==> src/srs_params.svh <==
/*
  constants of the speed reference selector: thresholds, reset values, timing.
  assumes remote current codes in units of 0.01 ma.
*/
`ifndef SRS_PARAMS_SVH
`define SRS_PARAMS_SVH

`define SRS_REF_W 16
`define SRS_MA_W 12
`define SRS_SYNC_W 6
`define SRS_MA_SEL 12'h0c8
`define SRS_MA_LOW 12'h190
`define SRS_MA_HIGH 12'h7d0
`define SRS_MA_SPAN 30'sh640
`define SRS_REF_RST 16'h0000
`define SRS_CLK_MHZ 100
`define SRS_TICK_US 1000
`define SRS_TICK_CYCLES (`SRS_TICK_US * `SRS_CLK_MHZ)

`endif

==> src/srs_pkg.sv <==
/*
  types of the speed reference selector.
  assumes srs_params.svh is on the include path.
*/
`include "srs_params.svh"

package srs_pkg;
  typedef logic [`SRS_REF_W-1:0] srs_ref_t;
  typedef logic [`SRS_MA_W-1:0] srs_ma_t;
  typedef enum logic [1:0] {SRS_DIAG, SRS_RUN, SRS_FAILED} srs_state_t;
endpackage : srs_pkg

==> src/srs_ramp_if.sv <==
/*
  carrier between the selector and its ramp generator.
  assumes one clock shared by both ends.
*/
`timescale 1ns/1ps

interface srs_ramp_if;
  import srs_pkg::*;
  srs_ref_t target;
  srs_ref_t step_up;
  srs_ref_t step_dn;
  logic tick;
  srs_ref_t ref_q;
  modport ctl (output target, output step_up, output step_dn, output tick, input ref_q);
  modport ramp (input target, input step_up, input step_dn, input tick, output ref_q);
endinterface : srs_ramp_if

==> src/srs_ramp.sv <==
/*
  rate-limited speed reference ramp, one step per update tick.
  assumes tick is a one-cycle pulse on the same clock.
*/
`timescale 1ns/1ps
`include "srs_params.svh"

module srs_ramp (
  input wire logic clk,
  input wire logic rst_n,
  srs_ramp_if.ramp r
);
  import srs_pkg::*;

  srs_ref_t ref_q;
  srs_ref_t next_ref;

  always_comb begin
    next_ref = ref_q;
    if (r.tick) begin
      if (r.target > ref_q) begin
        next_ref = ((r.target - ref_q) > r.step_up) ? srs_ref_t'(ref_q + r.step_up) : r.target;
      end else if (r.target < ref_q) begin
        next_ref = ((ref_q - r.target) > r.step_dn) ? srs_ref_t'(ref_q - r.step_dn) : r.target;
      end
    end
  end

  always_ff @(posedge clk or negedge rst_n) begin
    if (!rst_n) begin
      ref_q <= `SRS_REF_RST;
    end else begin
      ref_q <= next_ref;
    end
  end

  assign r.ref_q = ref_q;
endmodule : srs_ramp

==> src/srs_top.sv <==
/*
  speed reference selection and fuel enable of an engine speed governor.
  Summary below; switch pins are asynchronous, remote current, speed-loss
  flag and diagnostic result come from logic on clk.
*/
// Summary of operation
// - four notch bits select one of sixteen references
// - switch voltage present reads one, absent zero
// - input d is msb, input a lsb
// - minimum-fuel input low forces minimum fuel
// - speed loss forces minimum fuel without override
// - override suppresses speed-loss shutdown for cranking
// - remote current of 2 ma selects remote
// - 2 to 4 ma ramps to 4 ma setpoint
// - 4 to 20 ma interpolates, rate limited
// - below 2 ma ramps to notch reference
// - failed power-up diagnostics turn output off
`timescale 1ns/1ps
`include "srs_params.svh"

module srs_top #(
  parameter int unsigned TICK_CYCLES = `SRS_TICK_CYCLES
) (
  input wire logic clk,
  input wire logic rst_n,
  input wire logic notch_a_pin,
  input wire logic notch_b_pin,
  input wire logic notch_c_pin,
  input wire logic notch_d_pin,
  input wire logic run_enable_pin,
  input wire logic speed_fail_override_pin,
  input wire logic speed_signal_lost,
  input wire logic diag_done,
  input wire logic diag_pass,
  input wire logic remote_valid,
  input wire srs_pkg::srs_ma_t remote_ma,
  input wire logic remote_fail,
  input wire logic table_wr,
  input wire logic [3:0] table_idx,
  input wire srs_pkg::srs_ref_t table_data,
  input wire srs_pkg::srs_ref_t accel_step,
  input wire srs_pkg::srs_ref_t decel_step,
  input wire srs_pkg::srs_ref_t raise_step,
  input wire srs_pkg::srs_ref_t lower_step,
  input wire srs_pkg::srs_ref_t remote_ref_4ma,
  input wire srs_pkg::srs_ref_t remote_ref_20ma,
  output srs_pkg::srs_ref_t speed_ref,
  output logic [3:0] notch_code,
  output logic remote_active,
  output logic fuel_enable,
  output logic actuator_off,
  output srs_pkg::srs_state_t diag_state
);
  import srs_pkg::*;

  // two-stage synchronisers for the switch pins
  logic [`SRS_SYNC_W-1:0] pins;
  logic [`SRS_SYNC_W-1:0] sync1;
  logic [`SRS_SYNC_W-1:0] sync2;
  logic [`SRS_SYNC_W-1:0] next_sync1;
  logic [`SRS_SYNC_W-1:0] next_sync2;
  assign pins = {speed_fail_override_pin, run_enable_pin,
                 notch_d_pin, notch_c_pin, notch_b_pin, notch_a_pin};

  // only the second stage reads the first
  always_comb begin
    next_sync1 = pins;
    next_sync2 = sync1;
  end

  always_ff @(posedge clk or negedge rst_n) begin
    if (!rst_n) begin
      sync1 <= 6'h00;
      sync2 <= 6'h00;
    end else begin
      sync1 <= next_sync1;
      sync2 <= next_sync2;
    end
  end

  logic run_sw;
  logic ovr_sw;
  assign run_sw = sync2[4];
  assign ovr_sw = sync2[5];

  // notch reference table
  srs_ref_t notch_tbl [16];
  srs_ref_t next_tbl [16];

  always_comb begin
    next_tbl = notch_tbl;
    if (table_wr) begin
      next_tbl[table_idx] = table_data;
    end
  end

  always_ff @(posedge clk or negedge rst_n) begin
    if (!rst_n) begin
      for (int i = 0; i < 16; i++) begin
        notch_tbl[i] <= `SRS_REF_RST;
      end
    end else begin
      notch_tbl <= next_tbl;
    end
  end

  // sampled remote current and update tick
  srs_ma_t ma_q;
  srs_ma_t next_ma;
  logic rfail_q;
  logic next_rfail;
  logic [31:0] tick_cnt;
  logic [31:0] next_tick_cnt;
  logic tick;
  logic next_tick;

  always_comb begin
    next_ma = remote_valid ? remote_ma : ma_q;
    next_rfail = remote_fail;
    next_tick = 1'b0;
    next_tick_cnt = tick_cnt + 32'h1;
    if (tick_cnt >= TICK_CYCLES - 1) begin
      next_tick_cnt = 32'h0;
      next_tick = 1'b1;
    end
  end

  always_ff @(posedge clk or negedge rst_n) begin
    if (!rst_n) begin
      ma_q <= 12'h000;
      rfail_q <= 1'b1;
      tick_cnt <= 32'h0;
      tick <= 1'b0;
    end else begin
      ma_q <= next_ma;
      rfail_q <= next_rfail;
      tick_cnt <= next_tick_cnt;
      tick <= next_tick;
    end
  end

  // target selection
  srs_ramp_if rif ();
  logic sel_remote;
  srs_ref_t remote_target;
  logic [10:0] span_pos;
  logic signed [17:0] span_delta;
  logic signed [29:0] span_prod;
  logic signed [29:0] span_scaled;

  always_comb begin
    span_pos = 11'h000;
    span_delta = 18'(signed'({2'b00, remote_ref_20ma}) - signed'({2'b00, remote_ref_4ma}));
    span_prod = 30'sh0;
    span_scaled = 30'sh0;
    sel_remote = !rfail_q && (ma_q >= `SRS_MA_SEL);
    if (ma_q < `SRS_MA_LOW) begin
      remote_target = remote_ref_4ma;
    end else if (ma_q >= `SRS_MA_HIGH) begin
      remote_target = remote_ref_20ma;
    end else begin
      span_pos = 11'(ma_q - `SRS_MA_LOW);
      span_prod = 30'(span_delta * signed'({1'b0, span_pos}));
      span_scaled = span_prod / `SRS_MA_SPAN;
      remote_target = srs_ref_t'(remote_ref_4ma + span_scaled[15:0]);
    end
  end

  assign rif.target = sel_remote ? remote_target : notch_tbl[notch_code];
  assign rif.step_up = sel_remote ? raise_step : accel_step;
  assign rif.step_dn = sel_remote ? lower_step : decel_step;
  assign rif.tick = tick;

  srs_ramp u_ramp (
    .clk(clk),
    .rst_n(rst_n),
    .r(rif.ramp)
  );

  // diagnostics and fuel enable
  srs_state_t state;
  srs_state_t next_state;
  logic [3:0] next_code;
  logic next_remote;
  logic next_fuel;

  always_comb begin
    next_state = state;
    unique case (state)
      SRS_DIAG: begin
        if (diag_done) begin
          next_state = diag_pass ? SRS_RUN : SRS_FAILED;
        end
      end
      SRS_RUN: next_state = SRS_RUN;
      SRS_FAILED: next_state = SRS_FAILED;
    endcase
    next_code = sync2[3:0];
    next_remote = sel_remote;
    next_fuel = (state == SRS_RUN) && run_sw
                && !(speed_signal_lost && !ovr_sw);
  end

  always_ff @(posedge clk or negedge rst_n) begin
    if (!rst_n) begin
      state <= SRS_DIAG;
      notch_code <= 4'h0;
      remote_active <= 1'b0;
      fuel_enable <= 1'b0;
    end else begin
      state <= next_state;
      notch_code <= next_code;
      remote_active <= next_remote;
      fuel_enable <= next_fuel;
    end
  end

  assign speed_ref = rif.ref_q;
  assign actuator_off = (state == SRS_FAILED);
  assign diag_state = state;
endmodule : srs_top

==> config.mk <==
export PLATFORM = sky130hd
export DESIGN_NAME = srs_top
export DESIGN_NICKNAME = d
export VERILOG_FILES = /design/src/srs_pkg.sv /design/src/srs_ramp_if.sv /design/src/srs_ramp.sv /design/src/srs_top.sv
export VERILOG_INCLUDE_DIRS = /design/src
export SDC_FILE = /design/constraint.sdc
export NUM_CORES = 1
export LEC_CHECK = 0
export BUFFER_PORTS_ARGS = -buffer_cell sky130_fd_sc_hd__buf_2
export CAP_MARGIN = 5
export CORE_MARGIN = 3
export CORE_UTILIZATION = 50
export CTS_CLUSTER_DIAMETER = 80
export DETAILED_ROUTE_END_ITERATION = 10
export PLACE_DENSITY = 0.67
export SLEW_MARGIN = 15
export SYNTH_ARGS = -nofsm -noshare
export SYNTH_HDL_FRONTEND = slang
export SYNTH_SLANG_ARGS = --single-unit
export TNS_END_PERCENT = 20
==> constraint.sdc <==
create_clock -name clk -period 42.3 [get_ports clk]
set_clock_uncertainty 0.2 [all_clocks]
set_input_delay 4.23 -clock clk [delete_from_list [all_inputs] [get_ports clk]]
set_output_delay 4.23 -clock clk [all_outputs]
set_load 0.005 [all_outputs]
== Yosys cells after proc, flatten, opt, wreduce, memory -nomap -nowiden ==
Index checks and enable logic that the tools add are counted.

* Reduce and logical (&&, ||, !) cells: 11
* Shifts and indexed selects: 0
* Multiplexer cells: 20
* $lt $le $gt $ge: 11
* Bitwise operators: 2
* Div/mod/pow operators: 1
* Add/sub/neg operators: 8
* Equality and inequality tests: 3
* Multiply operators: 1

{| class="wikitable"
|+ Operator list
! cell !! number
|-
| $bwmux 256 || 1
|-
| $mux 16 || 12
|-
| $bmux 16 s4 || 1
|-
| $demux 16 s4 || 1
|-
| $gt 16x16->1 || 3
|-
| $sub 16x16->16 || 3
|-
| $add 16x16->16 || 2
|-
| $add 32x1->32 const B || 1
|-
| $ge 32x17->1 const B || 1
|-
| $mux 32 || 1
|-
| $div 30x12->30 const B || 1
|-
| $mul 17x12->29 || 1
|-
| $sub 16x16->17 || 1
|-
| $lt 16x16->1 || 1
|-
| $ge 12x11->1 const B || 1
|-
| $ge 12x8->1 const B || 1
|-
| $lt 12x9->1 const B || 1
|-
| $sub 11x9->11 const B || 1
|-
| $ge 5x5->1 const B || 2
|-
| $not 4->5 || 2
|-
| $pmux 2 s3 || 1
|-
| $logic_and 1x1->1 || 5
|-
| $lt 5x1->1 const B || 1
|-
| $mux 2 || 2
|-
| 8 further kinds || 10
|}

* Memories: 0
* Bits in read-only memories: 0
* Bits in writable memories: 0
* Word-level logic and storage cells: 84
* Latch bits: 0
* Flip-flop bits (word level): 338
* Output and inout port bits: 25
* Input port bits: 142

== Longest topological paths before layout ==
* Word-level depth: 12
* Gate-level depth with buffers: 129
* Gate-level depth less buffers: 120

== Hierarchy ==
From an unflattened synthesis, not the netlist that was laid out.

* Cells, all modules: 3474
* Area, all modules: 33126.8 um2

{| class="wikitable"
|+ By module, submodules not included
! module !! cells an instance !! instances !! seq. area each (um2) !! area each (um2)
|-
| srs_top || 2890 || 1 || 8059.0 || 28692.5
|-
| srs_ramp || 584 || 1 || 400.4 || 4434.3
|}

== Least setup slack after synthesis ==
No wires, ideal clock.

* Path type: input-to-reg
* Start point: in remote_ref_4ma[2]
* End point: reg u_ramp.ref_q[3] (netlist: u_ramp.r.ref_q[3])
* Data required time: 41.965 ns
* Library setup time: 0.135 ns
* Cell stages on the path: 117
* Data arrival time: 28.394 ns
* Setup slack: 13.571 ns
* Buffers on the path: 3
* Cells stage by stage: inv_1 > ha_1 > nor2b_1 > o21ai_0 > nand2b_1 > a21o_1 > a21o_1 > a21o_1 > a21o_1 > a21o_1 > a21o_1 > a21o_1 > a21o_1 > a21o_1 > a21o_1 > a21o_1 > a21oi_1 > nand2_1 > (+81 left out) > a21oi_1 > o21ai_0 > a21o_1 > a21oi_1 > o21bai_1 > a21oi_1 > xnor2_1 > ha_1 > nand4_1 > nor2_1 > a21oi_1 > a32o_1 > inv_1 > nand2_1 > o21ai_1 > nor2_1 > a221oi_1 > o21ai_0

* Longest elaborated chain between the ends: 12
* Elaborated cells on any way between the ends: 19
* Classes of those cells: 4 x add/sub; 1 x mul; 1 x div; 4 x order compare; 7 x mux; 2 x reduce/logical

{| class="wikitable"
|+ RTL lines
! item !! line !! text
|-
| start: declaration || srs_top.sv:45 || <nowiki>input wire srs_pkg::srs_ref_t remote_ref_4ma,</nowiki>
|-
| $sub 16x16->17 || srs_top.sv:153 || <nowiki>span_delta = 18'(signed'({2'b00, remote_ref_20ma}) - signed'({2'b00, remote_ref_4ma}));</nowiki>
|-
| $mul 17x12->29 || srs_top.sv:163 || <nowiki>span_prod = 30'(span_delta * signed'({1'b0, span_pos}));</nowiki>
|-
| $div 30x12->30 (no source line) || n/a ||
|-
| $add 16x16->16 || srs_top.sv:165 || <nowiki>remote_target = srs_ref_t'(remote_ref_4ma + span_scaled[15:0]);</nowiki>
|-
| $mux 16 || srs_top.sv:159 || <nowiki>end else if (ma_q >= `SRS_MA_HIGH) begin</nowiki>
|-
| $mux 16 (*) || srs_top.sv:157 || <nowiki>if (ma_q < `SRS_MA_LOW) begin</nowiki>
|-
| $mux 16 (*) || srs_top.sv:169 || <nowiki>assign rif.target = sel_remote ? remote_target : notch_tbl[notch_code];</nowiki>
|-
| $sub 16x16->16 || srs_ramp.sv:24 || <nowiki>next_ref = ((ref_q - r.target) > r.step_dn) ? srs_ref_t'(ref_q - r.step_dn) : r.target;</nowiki>
|-
| $gt 16x16->1 || srs_ramp.sv:24 ||
|-
| $mux 16 || srs_ramp.sv:24 ||
|-
| $mux 16 || srs_ramp.sv:23 || <nowiki>end else if (r.target < ref_q) begin</nowiki>
|-
| $mux 16 || srs_ramp.sv:21 || <nowiki>if (r.target > ref_q) begin</nowiki>
|-
| end signal: assignment || srs_ramp.sv:31 || <nowiki>ref_q <= `SRS_REF_RST;</nowiki>
|-
| end signal: assignment || srs_ramp.sv:33 || <nowiki>ref_q <= next_ref;</nowiki>
|-
| end: declaration || srs_ramp.sv:15 || <nowiki>srs_ref_t ref_q;</nowiki>
|}

Mark *: on every way between the ends. The rest lies on a longest branch, timed or not. The select of a mux whose other input is x is not followed.
A chain may end at the register's enable or synchronous reset.

== Worst setup path after layout ==
* Start point: in remote_ref_4ma[2]
* End point: reg u_ramp.ref_q[4] (netlist: u_ramp.r.ref_q[4])

Same word-level chain as after synthesis.

==> results by group <==
Clock tree
  – CTS H-tree depth: 2
  – Total CTS buffers: 40
  – Hold Buf Count CTS: 0
  – Worst-path clk slew: 0.07 ns
  – Post-CTS Resized: 0
  – CTS tree: done
  – CTS Buffer Depth: 3
  – Clk_lat worst skew: 0.58 ns
  – Post-CTS setup buffers: 0
  – CTS root buf: clkbuf_16
  – Clk sinks: 338

Floorplanning
  – Die width: 260.7 µm
  – Core Footprint: 63,660 µm²
  – Top-Level Pins: 167
  – Starting density of the core: 50.97%
  – Die area: 67,980 µm²
  – Standard-cell rows: 92
  – DIE HEIGHT: 260.7 µm

STA
  – Relative slew slack: 15.08%
  – RSZ-0062 raised after global routing: no
  – Setup slack after layout: 9.341 ns
  – Max Freq: 30.34 MHz
  – Actual slew at the worst max-slew pin: 1.270 ns
  – Final Hold Fails: 0
  – Pins Over Slew Limit: 0
  – Setup violations, final: 0
  – Setup_tns: 0 ns
  – Fin crit period: 32.96 ns
  – Fin crit share: 77.92%

Routing
  – DRT Wirelength: 87,520 µm
  – Router iterations before antenna repair: 5
  – Antenna violation net count after detailed routing: 0
  – Mean number of vias per cell: 5.857
  – DRC viols: 0
  – Via count: 25,330
  – 1st-iter DRT viols: 1,956
  – DR WL/cell: 20.24 µm

Yosys
  – Post-synth EDFFs: 0
  – Netlist cell types: 121
  – Synthesized flop and latch total: 338
  – Synthesized area: 32,440 µm²
  – Synth Instances: 3,317
  – Top_reg_cell synth: dfrtp_1
  – Synth warn: 0
  – Post-synth ARST share: 100.0%
  – Sequential area share after synthesis: 26.07%
  – Mean Syn Cell Area: 9.781 µm²

GRT
  – Routing usage on met2: 42.53%
  – Global routing usage on met3: 5.949%
  – Vias in the first global route: 25,010
  – Total Routing Usage GR: 25.78%
  – Global-route wire length before repair: 138,500 µm
  – Largest net degree at the start of global routing: 166
  – Met1 usage: 34.81%
  – Busiest layer in global routing: met2
  – Remaining Overflow, GRT: 0
  – Initial antenna violation count: 17

Place
  – Hpwl dp: 66,380 µm
  – Worst slack at placement: 9.049 ns
  – RePlAce Congestion: 0.9486
  – Placement Cell Area: 34,160 µm²
  – Port bufs: 166

Worst setup path
  – Slowest CP cell: mux2i_1
  – Critical Path Source Type: input port
  – Setup CP Type: in2reg
  – Crit path largest cell delay: 0.80 ns
  – Setup crit start: remote_ref_4ma[2]
  – Crit path arrival time: 33.22 ns
  – R2r startpoint: ma_q[4]
  – Required @ worst endpoint: 42.56 ns
  – CP Capture Type: register
  – Worst Path Max Fanout: 11
  – Top cell by count, worst path: a21o_1

Finish
  – P&R area growth vs syn: 9.880%
  – Share of layout cells above drive strength 1: 21.69%
  – Design Area, Final: 35,650 µm²
  – Nets@finish: 3,943

Hold path
  – Hold path start: sync2[2]
  – Hold Path Class: reg2reg

Run status
  – Outcome: finished clean

Run
  – Max-cap violations: 0
==> final cells by class <==
type                            count  area [µm²]
Multi-Input combinational cell   2540       22320
Inverter                          308        1156
Fill cell                        5590       28010
Clock inverter                     20       335.3
Sequential cell                   338        8464
Tap cell                          846        1059
Antenna cell                       11       27.53
Clock buffer                       53        1120
Timing Repair Buffer              208        1169
==> Yosys cell counts, drive strengths merged, types with 28 or more instances <==
cell,number,share of area (%)
inv,308,3.6
ha,189,7.3
mux2i,55,1.7
nand2,275,3.2
a21o,82,1.9
a31oi,28,0.60
a21oi,161,2.5
nor2,189,2.2
or2,30,0.58
nand2b,53,1.0
nor2b,54,1.0
mux2,276,9.6
xor2,67,1.8
nand3,53,0.85
dfrtp,337,26
nor3,68,1.1
clkbuf,110,1.3
mux4,80,5.6
fa,176,11
and2,41,0.79
o21ai,147,2.3
buf,35,0.68
xnor2,112,3.0
==> kinds of logic (layout without fill, tap and decap cells) <==
family / after synthesis / after routing / synth area share (%)
AOI/OAI and AO/OA: 678 / 678 / 14.82
adders and majority gates: 369 / 369 / 18.28
DFF: 338 / 338 / 26.07
muxes: 411 / 411 / 16.84
other: 1 / 26 / 0.01156
and+or+nand+nor: 888 / 888 / 13.59
buffers and inverters: 453 / 589 / 5.523
xor gates and xnor gates: 179 / 179 / 4.855
==> sequential cells by signal, indices dropped and copies added, names as in the netlist <==
name	count
rfail_q	1
fuel_enable	1
notch_code	4
notch_tbl	256
next_sync2	6
diag_state	2
u_ramp.r.ref_q	16
tick_cnt	32
rif.tick	1
remote_active	1
sync2	6
ma_q	12
==> routing by layer <==
metal / routed length, µm / up-vias / part of all wire, %
met4: 1580 / 14 / 1.8
met5: 80 / - / 0.091
met1: 38110 / 12560 / 44
met2: 41560 / 644 / 47
li1: - / 11990 / -
met3: 6185 / 120 / 7.1
==> through the flow <==
stage / util (%) / hold WS (ns) / cells
floorplan: - / 0.1312 / 3331
global placement: 53.66 / 0.1331 / 4240
detailed placement: 53.66 / 0.1347 / 4240
CTS: 55.94 / 0.1479 / 4313
global route: 55.97 / 0.1579 / 4316
finish: 56.00 / 0.1465 / 4324
==> worst paths after layout <==
path	slack (ns)	endpoint	cells past startpoint
max in group asynchronous	36.91	notch_tbl[252]	2
hold reg to reg	0.15	notch_code[2]	0
setup / recovery	9.34	u_ramp.r.ref_q[4]	115
hold / removal	0.15	notch_code[2]	0
setup reg to reg	14.00	u_ramp.r.ref_q[4]	103
min in group asynchronous	3.46	tick_cnt[6]	1
==> critical path, delay by kind of cell <==
family	cells	cell delay (ns)
compound gates	62	14.94
mux	5	2.25
fa+ha+maj	13	5.37
buf+inv	6	0.47
xor+xnor	2	0.32
simple gates	27	5.62
==> layout by cell type (no fill, tap or decap), types with 65 or more instances in the layout <==
cell type and count:
dfrtp_1 335, inv_1 308, mux2_2 275, nand2_1 274
ha_1 189, nor2_1 179, fa_1 176, buf_2 165
a21oi_1 158, o21ai_0 117, xnor2_1 109, a21o_1 81
mux4_2 80, xor2_1 67, nor3_1 65
Power is left out: the tool's default activity adds up to more than one toggle a clock period on the data nets, which glitch-free logic cannot reach.
